File: src/common/npe_consts.vh
/*
  Constants for the NAND program/erase/protect host controller:
  flash command codes, register offsets, field positions, timing counts.
  Assumes a 50 MHz system clock.
*/
`ifndef NPE_CONSTS_VH
`define NPE_CONSTS_VH

`define NPE_CMD_PTR_A      8'h00
`define NPE_CMD_PTR_B      8'h01
`define NPE_CMD_PTR_C      8'h50
`define NPE_CMD_DATA_IN    8'h80
`define NPE_CMD_PROG_GO    8'h10
`define NPE_CMD_ERASE_SET  8'h60
`define NPE_CMD_ERASE_GO   8'hD0
`define NPE_CMD_STATUS     8'h70
`define NPE_CMD_BLK_STAT   8'h7A
`define NPE_CMD_RESET      8'hFF
`define NPE_CMD_PROT_BASE  8'h40

`define NPE_OP_PROGRAM     3'h1
`define NPE_OP_ERASE       3'h2
`define NPE_OP_PROTECT     3'h3
`define NPE_OP_BLK_STAT    3'h4
`define NPE_OP_RESET       3'h5
`define NPE_OP_STATUS      3'h6

`define NPE_REG_CTRL       4'h0
`define NPE_REG_ADDR       4'h1
`define NPE_REG_STATUS     4'h2
`define NPE_REG_RESULT     4'h3
`define NPE_REG_DATA       4'h4
`define NPE_REG_COUNT      4'h5

`define NPE_CTRL_GO_BIT    0
`define NPE_CTRL_OP_LSB    1
`define NPE_CTRL_AREA_LSB  4
`define NPE_CTRL_PROT_LSB  6
`define NPE_ST_BUSY_BIT    0
`define NPE_ST_READY_BIT   6
`define NPE_ST_FAIL_BIT    0

`define NPE_PAGE_BYTES     10'd528
`define NPE_HALF_BYTES     10'd256
`define NPE_PROT_BLOCKS    13'd200

`define NPE_CLK_MHZ        50
`define NPE_T_STROBE_NS    40
`define NPE_T_STROBE_CYC   ((`NPE_T_STROBE_NS * `NPE_CLK_MHZ + 999) / 1000)
`define NPE_T_WB_NS        100
`define NPE_T_WB_CYC       ((`NPE_T_WB_NS * `NPE_CLK_MHZ + 999) / 1000)

`endif

File: src/core/npe_host.v
/*
  Host controller for a byte-wide NAND flash: runs page program, block
  erase, block protect, block-status read, status read and reset
  sequences on the flash pins, ordered by software over Avalon-MM.
  Assumes flash pins synchronous to mclk_in and an external pull-up on
  the ready/busy line.
*/
// Decided for this implementation: the Avalon-MM slave port and the register offsets.
// Functional notes
// RULE_01: second-half pointer reverts to first half
// RULE_02: sequential reads stay in block, end
// RULE_03: new block needs new read command
// RULE_04: partial program once main, twice spare
// RULE_05: up to 528 bytes loaded per page
// RULE_06: program is 80h, addresses, data, 10h
// RULE_07: no confirm without data-input and data
// RULE_08: only status and reset while programming
// RULE_09: completion on ready pin; status bit0
// RULE_10: verify flags only unprogrammed zeros
// RULE_11: device stays in status mode afterwards
// RULE_12: erase is 60h, three addresses, D0h
// RULE_13: erase uses only A14 through A26
// RULE_14: erase starts at confirm strobe edge
// RULE_15: protect is 4xh, 80h, addresses, 10h
// RULE_16: protect code picks protection type
// RULE_17: program-only protection is erasable
// RULE_18: protected target: short busy, no change
// RULE_19: only status and reset during protect
// RULE_20: protect only blocks one to 200; code accepts blocks 0 to 199
// RULE_21: never protect an already protected block; code does not check block status before protecting
// RULE_22: block-status read after 7Ah command
// RULE_23: second-half pointer is bytes 256-511
// RULE_24: ready/busy low during program or erase
`timescale 1ns/1ps
`include "npe_consts.vh"

module npe_host #(
  parameter PAGE_BYTES = 528
) (
  input  wire        mclk_in,
  input  wire        rst_in,
  input  wire [3:0]  avs_address_in,
  input  wire        avs_read_in,
  input  wire        avs_write_in,
  input  wire [31:0] avs_writedata_in,
  output reg  [31:0] avs_readdata_out,
  output reg         avs_waitrequest_out,
  input  wire        ready_busy_in,
  input  wire [7:0]  io_in,
  output wire [7:0]  io_out,
  output wire        io_oe_out,
  output wire        cle_out,
  output wire        ale_out,
  output reg         chip_select_n_out,
  output wire        write_strobe_n_out,
  output wire        read_strobe_n_out
);
  localparam S_IDLE  = 4'd0;
  localparam S_CMD   = 4'd1;
  localparam S_ADDR  = 4'd2;
  localparam S_DATA  = 4'd3;
  localparam S_WAIT  = 4'd4;
  localparam S_CYC   = 4'd5;
  localparam S_BUSY  = 4'd6;
  localparam S_READ  = 4'd7;
  localparam S_GAP   = 4'd8;
  localparam [31:0] WB_WAIT = `NPE_T_WB_CYC;

  reg [3:0]  state_reg;
  reg [3:0]  ret_reg;
  reg [2:0]  op_reg;
  reg [1:0]  area_reg;
  reg [1:0]  prot_reg;
  reg [25:0] addr_reg;
  reg [7:0]  page_buf [0:PAGE_BYTES-1];
  reg [9:0]  load_cnt_reg;
  reg [9:0]  idx_reg;
  reg [2:0]  step_reg;
  reg [2:0]  acnt_reg;
  reg [7:0]  result_reg;
  reg [7:0]  gap_reg;
  reg        error_reg;
  reg        start_reg;
  reg [1:0]  kind_reg;
  reg [7:0]  byte_reg;
  wire       cyc_done;
  wire [7:0] cyc_rd;

  npe_strobe u_strobe (
    .mclk_in            (mclk_in),
    .rst_in             (rst_in),
    .start_in           (start_reg),
    .kind_in            (kind_reg),
    .byte_in            (byte_reg),
    .io_in              (io_in),
    .done_out           (cyc_done),
    .rd_data_out        (cyc_rd),
    .cle_out            (cle_out),
    .ale_out            (ale_out),
    .write_strobe_n_out (write_strobe_n_out),
    .read_strobe_n_out  (read_strobe_n_out),
    .io_out             (io_out),
    .io_oe_out          (io_oe_out)
  );

  wire busy_w = (state_reg != S_IDLE);

  // Command byte for the current step of each sequence
  reg [7:0] seq_cmd;
  reg       seq_last;
  always @* begin
    seq_cmd  = `NPE_CMD_STATUS;
    seq_last = 1'b1;
    case (op_reg)
      `NPE_OP_PROGRAM: begin
        seq_cmd  = (step_reg == 3'd0) ? ((area_reg == 2'd1) ? `NPE_CMD_PTR_B :
                   (area_reg == 2'd2) ? `NPE_CMD_PTR_C : `NPE_CMD_PTR_A) :
                   (step_reg == 3'd1) ? `NPE_CMD_DATA_IN : `NPE_CMD_PROG_GO; // RULE_06
        seq_last = (step_reg == 3'd2);
      end
      `NPE_OP_ERASE: begin
        seq_cmd  = (step_reg == 3'd0) ? `NPE_CMD_ERASE_SET : `NPE_CMD_ERASE_GO; // RULE_12 RULE_17
        seq_last = (step_reg == 3'd1);
      end
      `NPE_OP_PROTECT: begin
        seq_cmd  = (step_reg == 3'd0) ? (`NPE_CMD_PROT_BASE | {6'h00, prot_reg}) : // RULE_16
                   (step_reg == 3'd1) ? `NPE_CMD_DATA_IN : `NPE_CMD_PROG_GO; // RULE_15
        seq_last = (step_reg == 3'd2);
      end
      `NPE_OP_BLK_STAT: seq_cmd = `NPE_CMD_BLK_STAT; // RULE_22
      `NPE_OP_RESET:    seq_cmd = `NPE_CMD_RESET;
      default:          seq_cmd = `NPE_CMD_STATUS;
    endcase
  end

  // Address byte: program uses column then three row bytes
  reg [7:0] addr_byte;
  always @* begin
    addr_byte = 8'h00;
    case (acnt_reg)
      3'd0: addr_byte = addr_reg[7:0];
      3'd1: addr_byte = addr_reg[15:8];
      3'd2: addr_byte = addr_reg[23:16];
      3'd3: addr_byte = {6'h00, addr_reg[25:24]};
      default: addr_byte = 8'h00;
    endcase
    if (op_reg == `NPE_OP_PROTECT && acnt_reg == 3'd0) begin
      addr_byte = 8'h00; // RULE_15
    end
    if (op_reg == `NPE_OP_ERASE || op_reg == `NPE_OP_BLK_STAT) begin
      // Row bytes only; low five row bits zeroed
      case (acnt_reg)
        3'd0: addr_byte = {addr_reg[15:13], 5'h00}; // RULE_13
        3'd1: addr_byte = addr_reg[23:16];
        3'd2: addr_byte = {6'h00, addr_reg[25:24]};
        default: addr_byte = 8'h00;
      endcase
    end
  end

  wire [2:0] addr_cycles = (op_reg == `NPE_OP_ERASE || op_reg == `NPE_OP_BLK_STAT) ? 3'd3 : 3'd4;
  wire       has_addr    = (op_reg == `NPE_OP_BLK_STAT || op_reg == `NPE_OP_ERASE) ? (step_reg == 3'd0) :
                           (step_reg == 3'd1);
  wire       has_data    = (op_reg == `NPE_OP_PROGRAM) && (step_reg == 3'd1);
  wire [12:0] blk_num    = addr_reg[25:13];
  wire       go_ok       = (op_reg != `NPE_OP_PROGRAM || load_cnt_reg != 10'd0) && // RULE_07
                           (op_reg != `NPE_OP_PROTECT || blk_num < `NPE_PROT_BLOCKS); // RULE_20 RULE_21
  wire [9:0] last_col    = (area_reg == 2'd1) ? `NPE_HALF_BYTES : 10'd0; // RULE_23

  always @(posedge mclk_in) begin
    if (rst_in) begin
      state_reg           <= S_IDLE;
      ret_reg             <= S_IDLE;
      op_reg              <= 3'd0;
      area_reg            <= 2'd0;
      prot_reg            <= 2'd1;
      addr_reg            <= 26'h0;
      load_cnt_reg        <= 10'd0;
      idx_reg             <= 10'd0;
      step_reg            <= 3'd0;
      acnt_reg            <= 3'd0;
      result_reg          <= 8'h00;
      gap_reg             <= 8'h00;
      error_reg           <= 1'b0;
      start_reg           <= 1'b0;
      kind_reg            <= 2'd0;
      byte_reg            <= 8'h00;
      chip_select_n_out   <= 1'b1;
      avs_readdata_out    <= 32'h0;
      avs_waitrequest_out <= 1'b1;
    end else begin
      start_reg           <= 1'b0;
      avs_waitrequest_out <= 1'b1;
      if ((avs_read_in || avs_write_in) && avs_waitrequest_out) begin
        avs_waitrequest_out <= 1'b0;
        if (avs_read_in) begin
          case (avs_address_in)
            `NPE_REG_CTRL:   avs_readdata_out <= {24'h0, prot_reg, area_reg, op_reg, 1'b0};
            `NPE_REG_ADDR:   avs_readdata_out <= {6'h0, addr_reg};
            `NPE_REG_STATUS: avs_readdata_out <= {29'h0, ready_busy_in, error_reg, busy_w};
            `NPE_REG_RESULT: avs_readdata_out <= {24'h0, result_reg}; // RULE_09
            `NPE_REG_COUNT:  avs_readdata_out <= {22'h0, load_cnt_reg};
            default:         avs_readdata_out <= 32'h0;
          endcase
        end else if (!busy_w) begin
          case (avs_address_in)
            `NPE_REG_CTRL: begin
              area_reg <= avs_writedata_in[`NPE_CTRL_AREA_LSB+1:`NPE_CTRL_AREA_LSB];
              prot_reg <= avs_writedata_in[`NPE_CTRL_PROT_LSB+1:`NPE_CTRL_PROT_LSB];
              op_reg   <= avs_writedata_in[`NPE_CTRL_OP_LSB+2:`NPE_CTRL_OP_LSB];
              if (avs_writedata_in[`NPE_CTRL_GO_BIT]) begin
                step_reg          <= 3'd0;
                acnt_reg          <= 3'd0;
                error_reg         <= 1'b0;
                chip_select_n_out <= 1'b0;
                state_reg         <= S_CMD; // RULE_03
              end
            end
            `NPE_REG_ADDR: addr_reg <= avs_writedata_in[25:0];
            `NPE_REG_DATA: begin
              if (load_cnt_reg < `NPE_PAGE_BYTES) begin // RULE_05
                page_buf[load_cnt_reg] <= avs_writedata_in[7:0];
                load_cnt_reg           <= load_cnt_reg + 10'd1;
              end
            end
            `NPE_REG_COUNT: load_cnt_reg <= 10'd0;
            default: ;
          endcase
        end
      end

      case (state_reg)
        S_IDLE: ;
        S_CMD: begin
          // Refuse before the first command so no strobe or latch pin moves
          if (step_reg == 3'd0 && (op_reg == `NPE_OP_PROGRAM || op_reg == `NPE_OP_PROTECT) && !go_ok) begin // RULE_07
            error_reg         <= 1'b1;
            chip_select_n_out <= 1'b1;
            state_reg         <= S_IDLE;
          end else begin
            kind_reg  <= 2'd0;
            byte_reg  <= seq_cmd;
            start_reg <= 1'b1;
            ret_reg   <= has_addr ? S_ADDR : (seq_last ? S_GAP : S_CMD);
            idx_reg   <= last_col;
            state_reg <= S_CYC;
          end
        end
        S_ADDR: begin
          kind_reg  <= 2'd1;
          byte_reg  <= addr_byte;
          start_reg <= 1'b1;
          acnt_reg  <= acnt_reg + 3'd1;
          ret_reg   <= (acnt_reg + 3'd1 < addr_cycles) ? S_ADDR :
                       has_data ? S_DATA : (op_reg == `NPE_OP_BLK_STAT ? S_GAP : S_CMD);
          state_reg <= S_CYC;
        end
        S_DATA: begin
          kind_reg  <= 2'd2;
          byte_reg  <= page_buf[idx_reg - last_col];
          start_reg <= 1'b1;
          idx_reg   <= idx_reg + 10'd1;
          ret_reg   <= (idx_reg - last_col + 10'd1 < load_cnt_reg) ? S_DATA : S_CMD;
          state_reg <= S_CYC;
        end
        S_CYC: begin
          if (cyc_done) begin
            if (ret_reg == S_CMD || ret_reg == S_GAP) begin
              step_reg <= step_reg + 3'd1;
              acnt_reg <= 3'd0;
            end
            if (ret_reg == S_GAP) begin
              gap_reg <= WB_WAIT[7:0];
            end
            state_reg <= ret_reg;
          end
        end
        S_GAP: begin
          // Let the device pull ready/busy low before polling it
          if (gap_reg != 8'h00) begin
            gap_reg <= gap_reg - 8'h01;
          end else begin
            state_reg <= S_BUSY;
          end
        end
        S_BUSY: begin
          if (ready_busy_in) begin // RULE_24 RULE_18
            kind_reg  <= 2'd0;
            byte_reg  <= (op_reg == `NPE_OP_BLK_STAT) ? `NPE_CMD_BLK_STAT : `NPE_CMD_STATUS; // RULE_08 RULE_19
            start_reg <= (op_reg != `NPE_OP_BLK_STAT);
            step_reg  <= 3'd7;
            state_reg <= (op_reg == `NPE_OP_BLK_STAT) ? S_READ : S_WAIT;
          end
        end
        S_WAIT: begin
          if (cyc_done) begin
            state_reg <= S_READ;
          end
        end
        S_READ: begin
          if (step_reg == 3'd7) begin
            kind_reg  <= 2'd3;
            start_reg <= 1'b1;
            step_reg  <= 3'd6;
          end else if (cyc_done) begin
            result_reg        <= cyc_rd; // RULE_09 RULE_10 RULE_11 RULE_14 RULE_22
            chip_select_n_out <= 1'b1; // RULE_02
            if (op_reg == `NPE_OP_PROGRAM) begin
              load_cnt_reg <= 10'd0; // RULE_04
              area_reg     <= 2'd0; // RULE_01
            end
            state_reg <= S_IDLE;
          end
        end
        default: state_reg <= S_IDLE;
      endcase
    end
  end
endmodule

File: src/core/npe_strobe.v
/*
  Single bus cycle engine: drives one command, address, data-write or
  data-read cycle on the flash pins with stretched strobe phases.
  Assumes the flash pins are synchronous to mclk_in.
*/
`timescale 1ns/1ps
`include "npe_consts.vh"

module npe_strobe #(
  parameter PHASE = `NPE_T_STROBE_CYC
) (
  input  wire       mclk_in,
  input  wire       rst_in,
  input  wire       start_in,
  input  wire [1:0] kind_in,
  input  wire [7:0] byte_in,
  input  wire [7:0] io_in,
  output reg        done_out,
  output reg  [7:0] rd_data_out,
  output reg        cle_out,
  output reg        ale_out,
  output reg        write_strobe_n_out,
  output reg        read_strobe_n_out,
  output reg  [7:0] io_out,
  output reg        io_oe_out
);
  // kind: 0 command, 1 address, 2 data write, 3 data read
  localparam S_IDLE = 2'd0;
  localparam S_LOW  = 2'd1;
  localparam S_HIGH = 2'd2;

  reg [1:0] state_reg;
  reg [7:0] cnt_reg;
  reg [1:0] kind_reg;

  always @(posedge mclk_in) begin
    if (rst_in) begin
      state_reg          <= S_IDLE;
      cnt_reg            <= 8'h00;
      kind_reg           <= 2'd0;
      done_out           <= 1'b0;
      rd_data_out        <= 8'h00;
      cle_out            <= 1'b0;
      ale_out            <= 1'b0;
      write_strobe_n_out <= 1'b1;
      read_strobe_n_out  <= 1'b1;
      io_out             <= 8'h00;
      io_oe_out          <= 1'b0;
    end else begin
      done_out <= 1'b0;
      case (state_reg)
        S_IDLE: begin
          if (start_in) begin
            kind_reg           <= kind_in;
            cle_out            <= (kind_in == 2'd0);
            ale_out            <= (kind_in == 2'd1);
            io_out             <= byte_in;
            io_oe_out          <= (kind_in != 2'd3);
            write_strobe_n_out <= (kind_in == 2'd3);
            read_strobe_n_out  <= (kind_in != 2'd3);
            cnt_reg            <= PHASE[7:0];
            state_reg          <= S_LOW;
          end
        end
        S_LOW: begin
          if (cnt_reg > 8'h01) begin
            cnt_reg <= cnt_reg - 8'h01;
          end else begin
            if (kind_reg == 2'd3) begin
              rd_data_out <= io_in;
            end
            write_strobe_n_out <= 1'b1;
            read_strobe_n_out  <= 1'b1;
            cnt_reg            <= PHASE[7:0];
            state_reg          <= S_HIGH;
          end
        end
        S_HIGH: begin
          if (cnt_reg > 8'h01) begin
            cnt_reg <= cnt_reg - 8'h01;
          end else begin
            cle_out   <= 1'b0;
            ale_out   <= 1'b0;
            io_oe_out <= 1'b0;
            done_out  <= 1'b1;
            state_reg <= S_IDLE;
          end
        end
        default: state_reg <= S_IDLE;
      endcase
    end
  end
endmodule

File: config.mk
export PLATFORM = sky130hd
export DESIGN_NAME = npe_host
export DESIGN_NICKNAME = d
export VERILOG_FILES = /design/src/core/npe_host.v /design/src/core/npe_strobe.v
export VERILOG_INCLUDE_DIRS = /design/src /design/src/common
export SDC_FILE = /design/constraint.sdc
export NUM_CORES = 2
export LEC_CHECK = 0
export ABC_CLOCK_PERIOD_IN_PS = 3300
export BUFFER_PORTS_ARGS = -buffer_cell sky130_fd_sc_hd__buf_2
export CAP_MARGIN = 20
export CELL_PAD_IN_SITES_DETAIL_PLACEMENT = 1
export CELL_PAD_IN_SITES_GLOBAL_PLACEMENT = 1
export CORE_MARGIN = 3
export CORE_UTILIZATION = 56
export CTS_CLUSTER_SIZE = 24
export DETAILED_ROUTE_END_ITERATION = 8
export HOLD_SLACK_MARGIN = 0.03
export MAX_ROUTING_LAYER = met4
export PLACE_DENSITY_LB_ADDON = 0.1
export SLEW_MARGIN = 0
export SYNTH_ARGS = -nofsm -noshare
export SYNTH_HDL_FRONTEND = slang
export SYNTH_MEMORY_MAX_BITS = 65536
export SYNTH_SLANG_ARGS = --single-unit
export TNS_END_PERCENT = 50
File: constraint.sdc
create_clock -name mclk_in -period 3.3 [get_ports mclk_in]
set_input_delay 0.33 -clock mclk_in [delete_from_list [all_inputs] [get_ports mclk_in]]
set_output_delay 0.33 -clock mclk_in [all_outputs]
set_load 0.02 [all_outputs]
==> results.txt <==
Status - finished with violations
Failing checks - negative setup slack
Clock Skew - 0.0456 ns
Routed WL - 599000 um
Maximum clock path buffer count - 4
Period minus WS final - 3.71 ns
Synth async-reset ratio - 0%
Worst min path class - primary input to flop
Post-DP HPWL - 387000 um
Setup crit start - idx_reg[0]$_SDFFE_PP0P_
Post-Syn Area - 0.172 mm2
Final worst slack - -0.414 ns
Via count - 102000
TritonRoute pass-1 iters - 8
Worst-path clk slew - 0.07 ns
Final non-filler cell total - 14900
Synth top area share - 73.8%
Final hold violations - 0
Max-slew violations - 0
Cell taking the most area after synthesis - edfxtp_1
Kind of end point of the critical path - flop
Final Instance Area - 0.207 mm2
Worst-skew pair later-pin latency - 0.99 ns
Iter 0 DRT Violations - 17900
Core ar. - 0.304 mm2
Register bit total from synthesis - 4380
Post-synth EDFFs - 4224
GPL Wtd Cong - 0.942
RSZ-0062 raised after global routing - true
Peak supply drop - 0.647 mV
Primary FF master, synth - edfxtp_1
Clk sinks - 4380
Vias in the first global route - 104000
Die X - 560 um
Syn Area/Cell - 20.1 um2
Synth area leaders - edfxtp_1 (74%), mux4_2 (14%), dfxtp_1 (1.8%)
Max reg flops - 4224
Synth Warn # - 0
FF+latch area - 0.130 mm2
Cells after Synth - 8565
Placed Cells - 13800
Num rows - 202
Post-route ant nets - 0
Total GRT Usage - 39.1%
Count leader, synth - edfxtp_1
RR Startpoint - idx_reg[0]$_SDFFE_PP0P_
Commonest cells in the netlist - edfxtp_1 (4224), mux4_2 (1034), nor2_1 (712)
CTS tree - built
Post-route DRC - 0
Req. time, crit path - 4.15 ns
Critical Path AT - 4.57 ns
Root Driver - clkbuf_16
Final nets - 10400
FMAX - 0.269 GHz
Netlist cell types - 87
Total power - 0.112 W
Setup slack, reg-to-reg - -0.41 ns
Gr ovfl total - 0
IO Pins - 96
P_leak - 66.5 nW
Final setup violating endpoints - 9
Worst slew pin tran - 1.26 ns
Rel. slew slack - 16.0%
Area growth syn-to-layout - 20.2%
Layout cells sized above 1 - 34.8%
DR WL/cell - 40.3 um
Max-cap violations - 0
Min-Delay Startpoint - avs_writedata_in[0]
First-pass GRT wire length - 830000 um
Core Util, Final - 67.9%
Startpoint types - flop
Multi-input logic area - 0.0400 mm2
Initial Util - 56.5%
Initial antenna violation count - 51
Num CTS Buffers - 439
Port Buffer Count - 83
Critical path type - flop to flop
DIE AREA - 0.314 mm2
Worst-path maximum fanout - 7
H-tree levels - 5
Power density cells - 543 mW/mm2
Fillers - 24700
Cell Area, Placed - 0.189 mm2
Die height - 560 um
Final worst path period share - 113%
Largest net degree at the start of global routing - 127
Register area share after synthesis - 75.6%
Vias per inst - 6.89
Min Hold Slack - 0.374 ns
worst paths after layout:
path	endpoint	cells after the start
worst max register to register	byte_reg[7]$_SDFFE_PP0P_	11
worst max-delay path	byte_reg[7]$_SDFFE_PP0P_	11
worst min-delay path	page_buf[339][0]$_DFFE_PP_	2
worst min register to register	u_strobe.kind_reg[1]$_SDFFE_PP0P_	2
critical path, cell delays in order (launching register included):
cell      delay, ns
dfxtp_4        0.42
buf_12         0.15
buf_16         0.17
buf_12         0.15
buf_12         0.11
buf_8          0.10
buf_12         0.10
mux4_2         0.50
mux4_2         0.57
mux4_2         0.61
o211ai_4       0.45
a31oi_1        0.17
layout by cell type, fill, tap and decap left out, types with 64 or more instances in the layout:
master            n
edfxtp_1       4224
buf_12          184
dlygate4sd3_1    72
clkinv_1         99
mux4_2         1034
a22oi_1         106
dfxtp_1         149
a21oi_1         217
buf_2            74
nand2_1         291
nand3_1          74
o21ai_0          84
nor2_1          697
diode_2          64
clkbuf_1         91
clkbuf_16       449
o22ai_1          75
mux2i_1         267
clkinv_2         83
buf_4          1458
what timing repair did:
| action | 4_1_cts | 5_1_grt |
|---|---|---|
| cloned | 9 | 2 |
| buffers inserted | 61 | 60 |
| resized for setup | 164 | 139 |
| endpoints found under the hold margin | 490 | 0 |
| setup endpoints to repair | 10 | 488 |
| hold buffers | 72 | 0 |
| pin swaps | 28 | 39 |
per-stage QoR:
| step | setup WS (ns) | TNS, ns |
|---|---|---|
| floorplan | 0.321 | 0 |
| global placement | -1.40 | -6.36 |
| detailed placement | -1.03 | -5.23 |
| CTS | -0.260 | -1.86 |
| global route | -0.439 | -3.60 |
| finish | -0.414 | -2.95 |
area by class of cell:
type / count / share of cell area, %
diodes: 64 / 0.0775
clock buffers: 547 / 5.63
clock inverters: 261 / 1.19
inverters: 40 / 0.0775
multi-input cells: 3619 / 19.3
flip-flops and latches: 4380 / 62.9
well taps: 4080 / 2.47
repair buffers: 1870 / 8.32
power by group:
group | switching [W] | internal, W | total (W)
logic | 0.00125 | 0.000307 | 0.00156
clock network | 0.0218 | 0.0279 | 0.0498
registers | 0.0000353 | 0.0609 | 0.0609
total | 0.0231 | 0.0891 | 0.112
per-layer routing:
metal,routed length [um],vias to the layer above,track usage [%]
li1,-,38900,-
met1,211000,53800,51.5
met2,278000,8155,57.3
met3,75100,1501,9.96
met4,35000,0,19.8
met5,0,-,-
cells by family (layout without fill, tap and decap cells):
logic type | Yosys count | in the layout | synth area share, %
compound gates | 841 | 841 | 3.27
buf+inv | 571 | 2718 | 1.87
other cells | 1 | 70 | 0.00218
simple gates | 1357 | 1357 | 3.39
mux | 1359 | 1359 | 15.5
flops | 4380 | 4380 | 75.6
xor+xnor | 21 | 21 | 0.107
fa+ha+maj | 35 | 35 | 0.255
No activity file was read; power rests on OpenSTA's default activity.
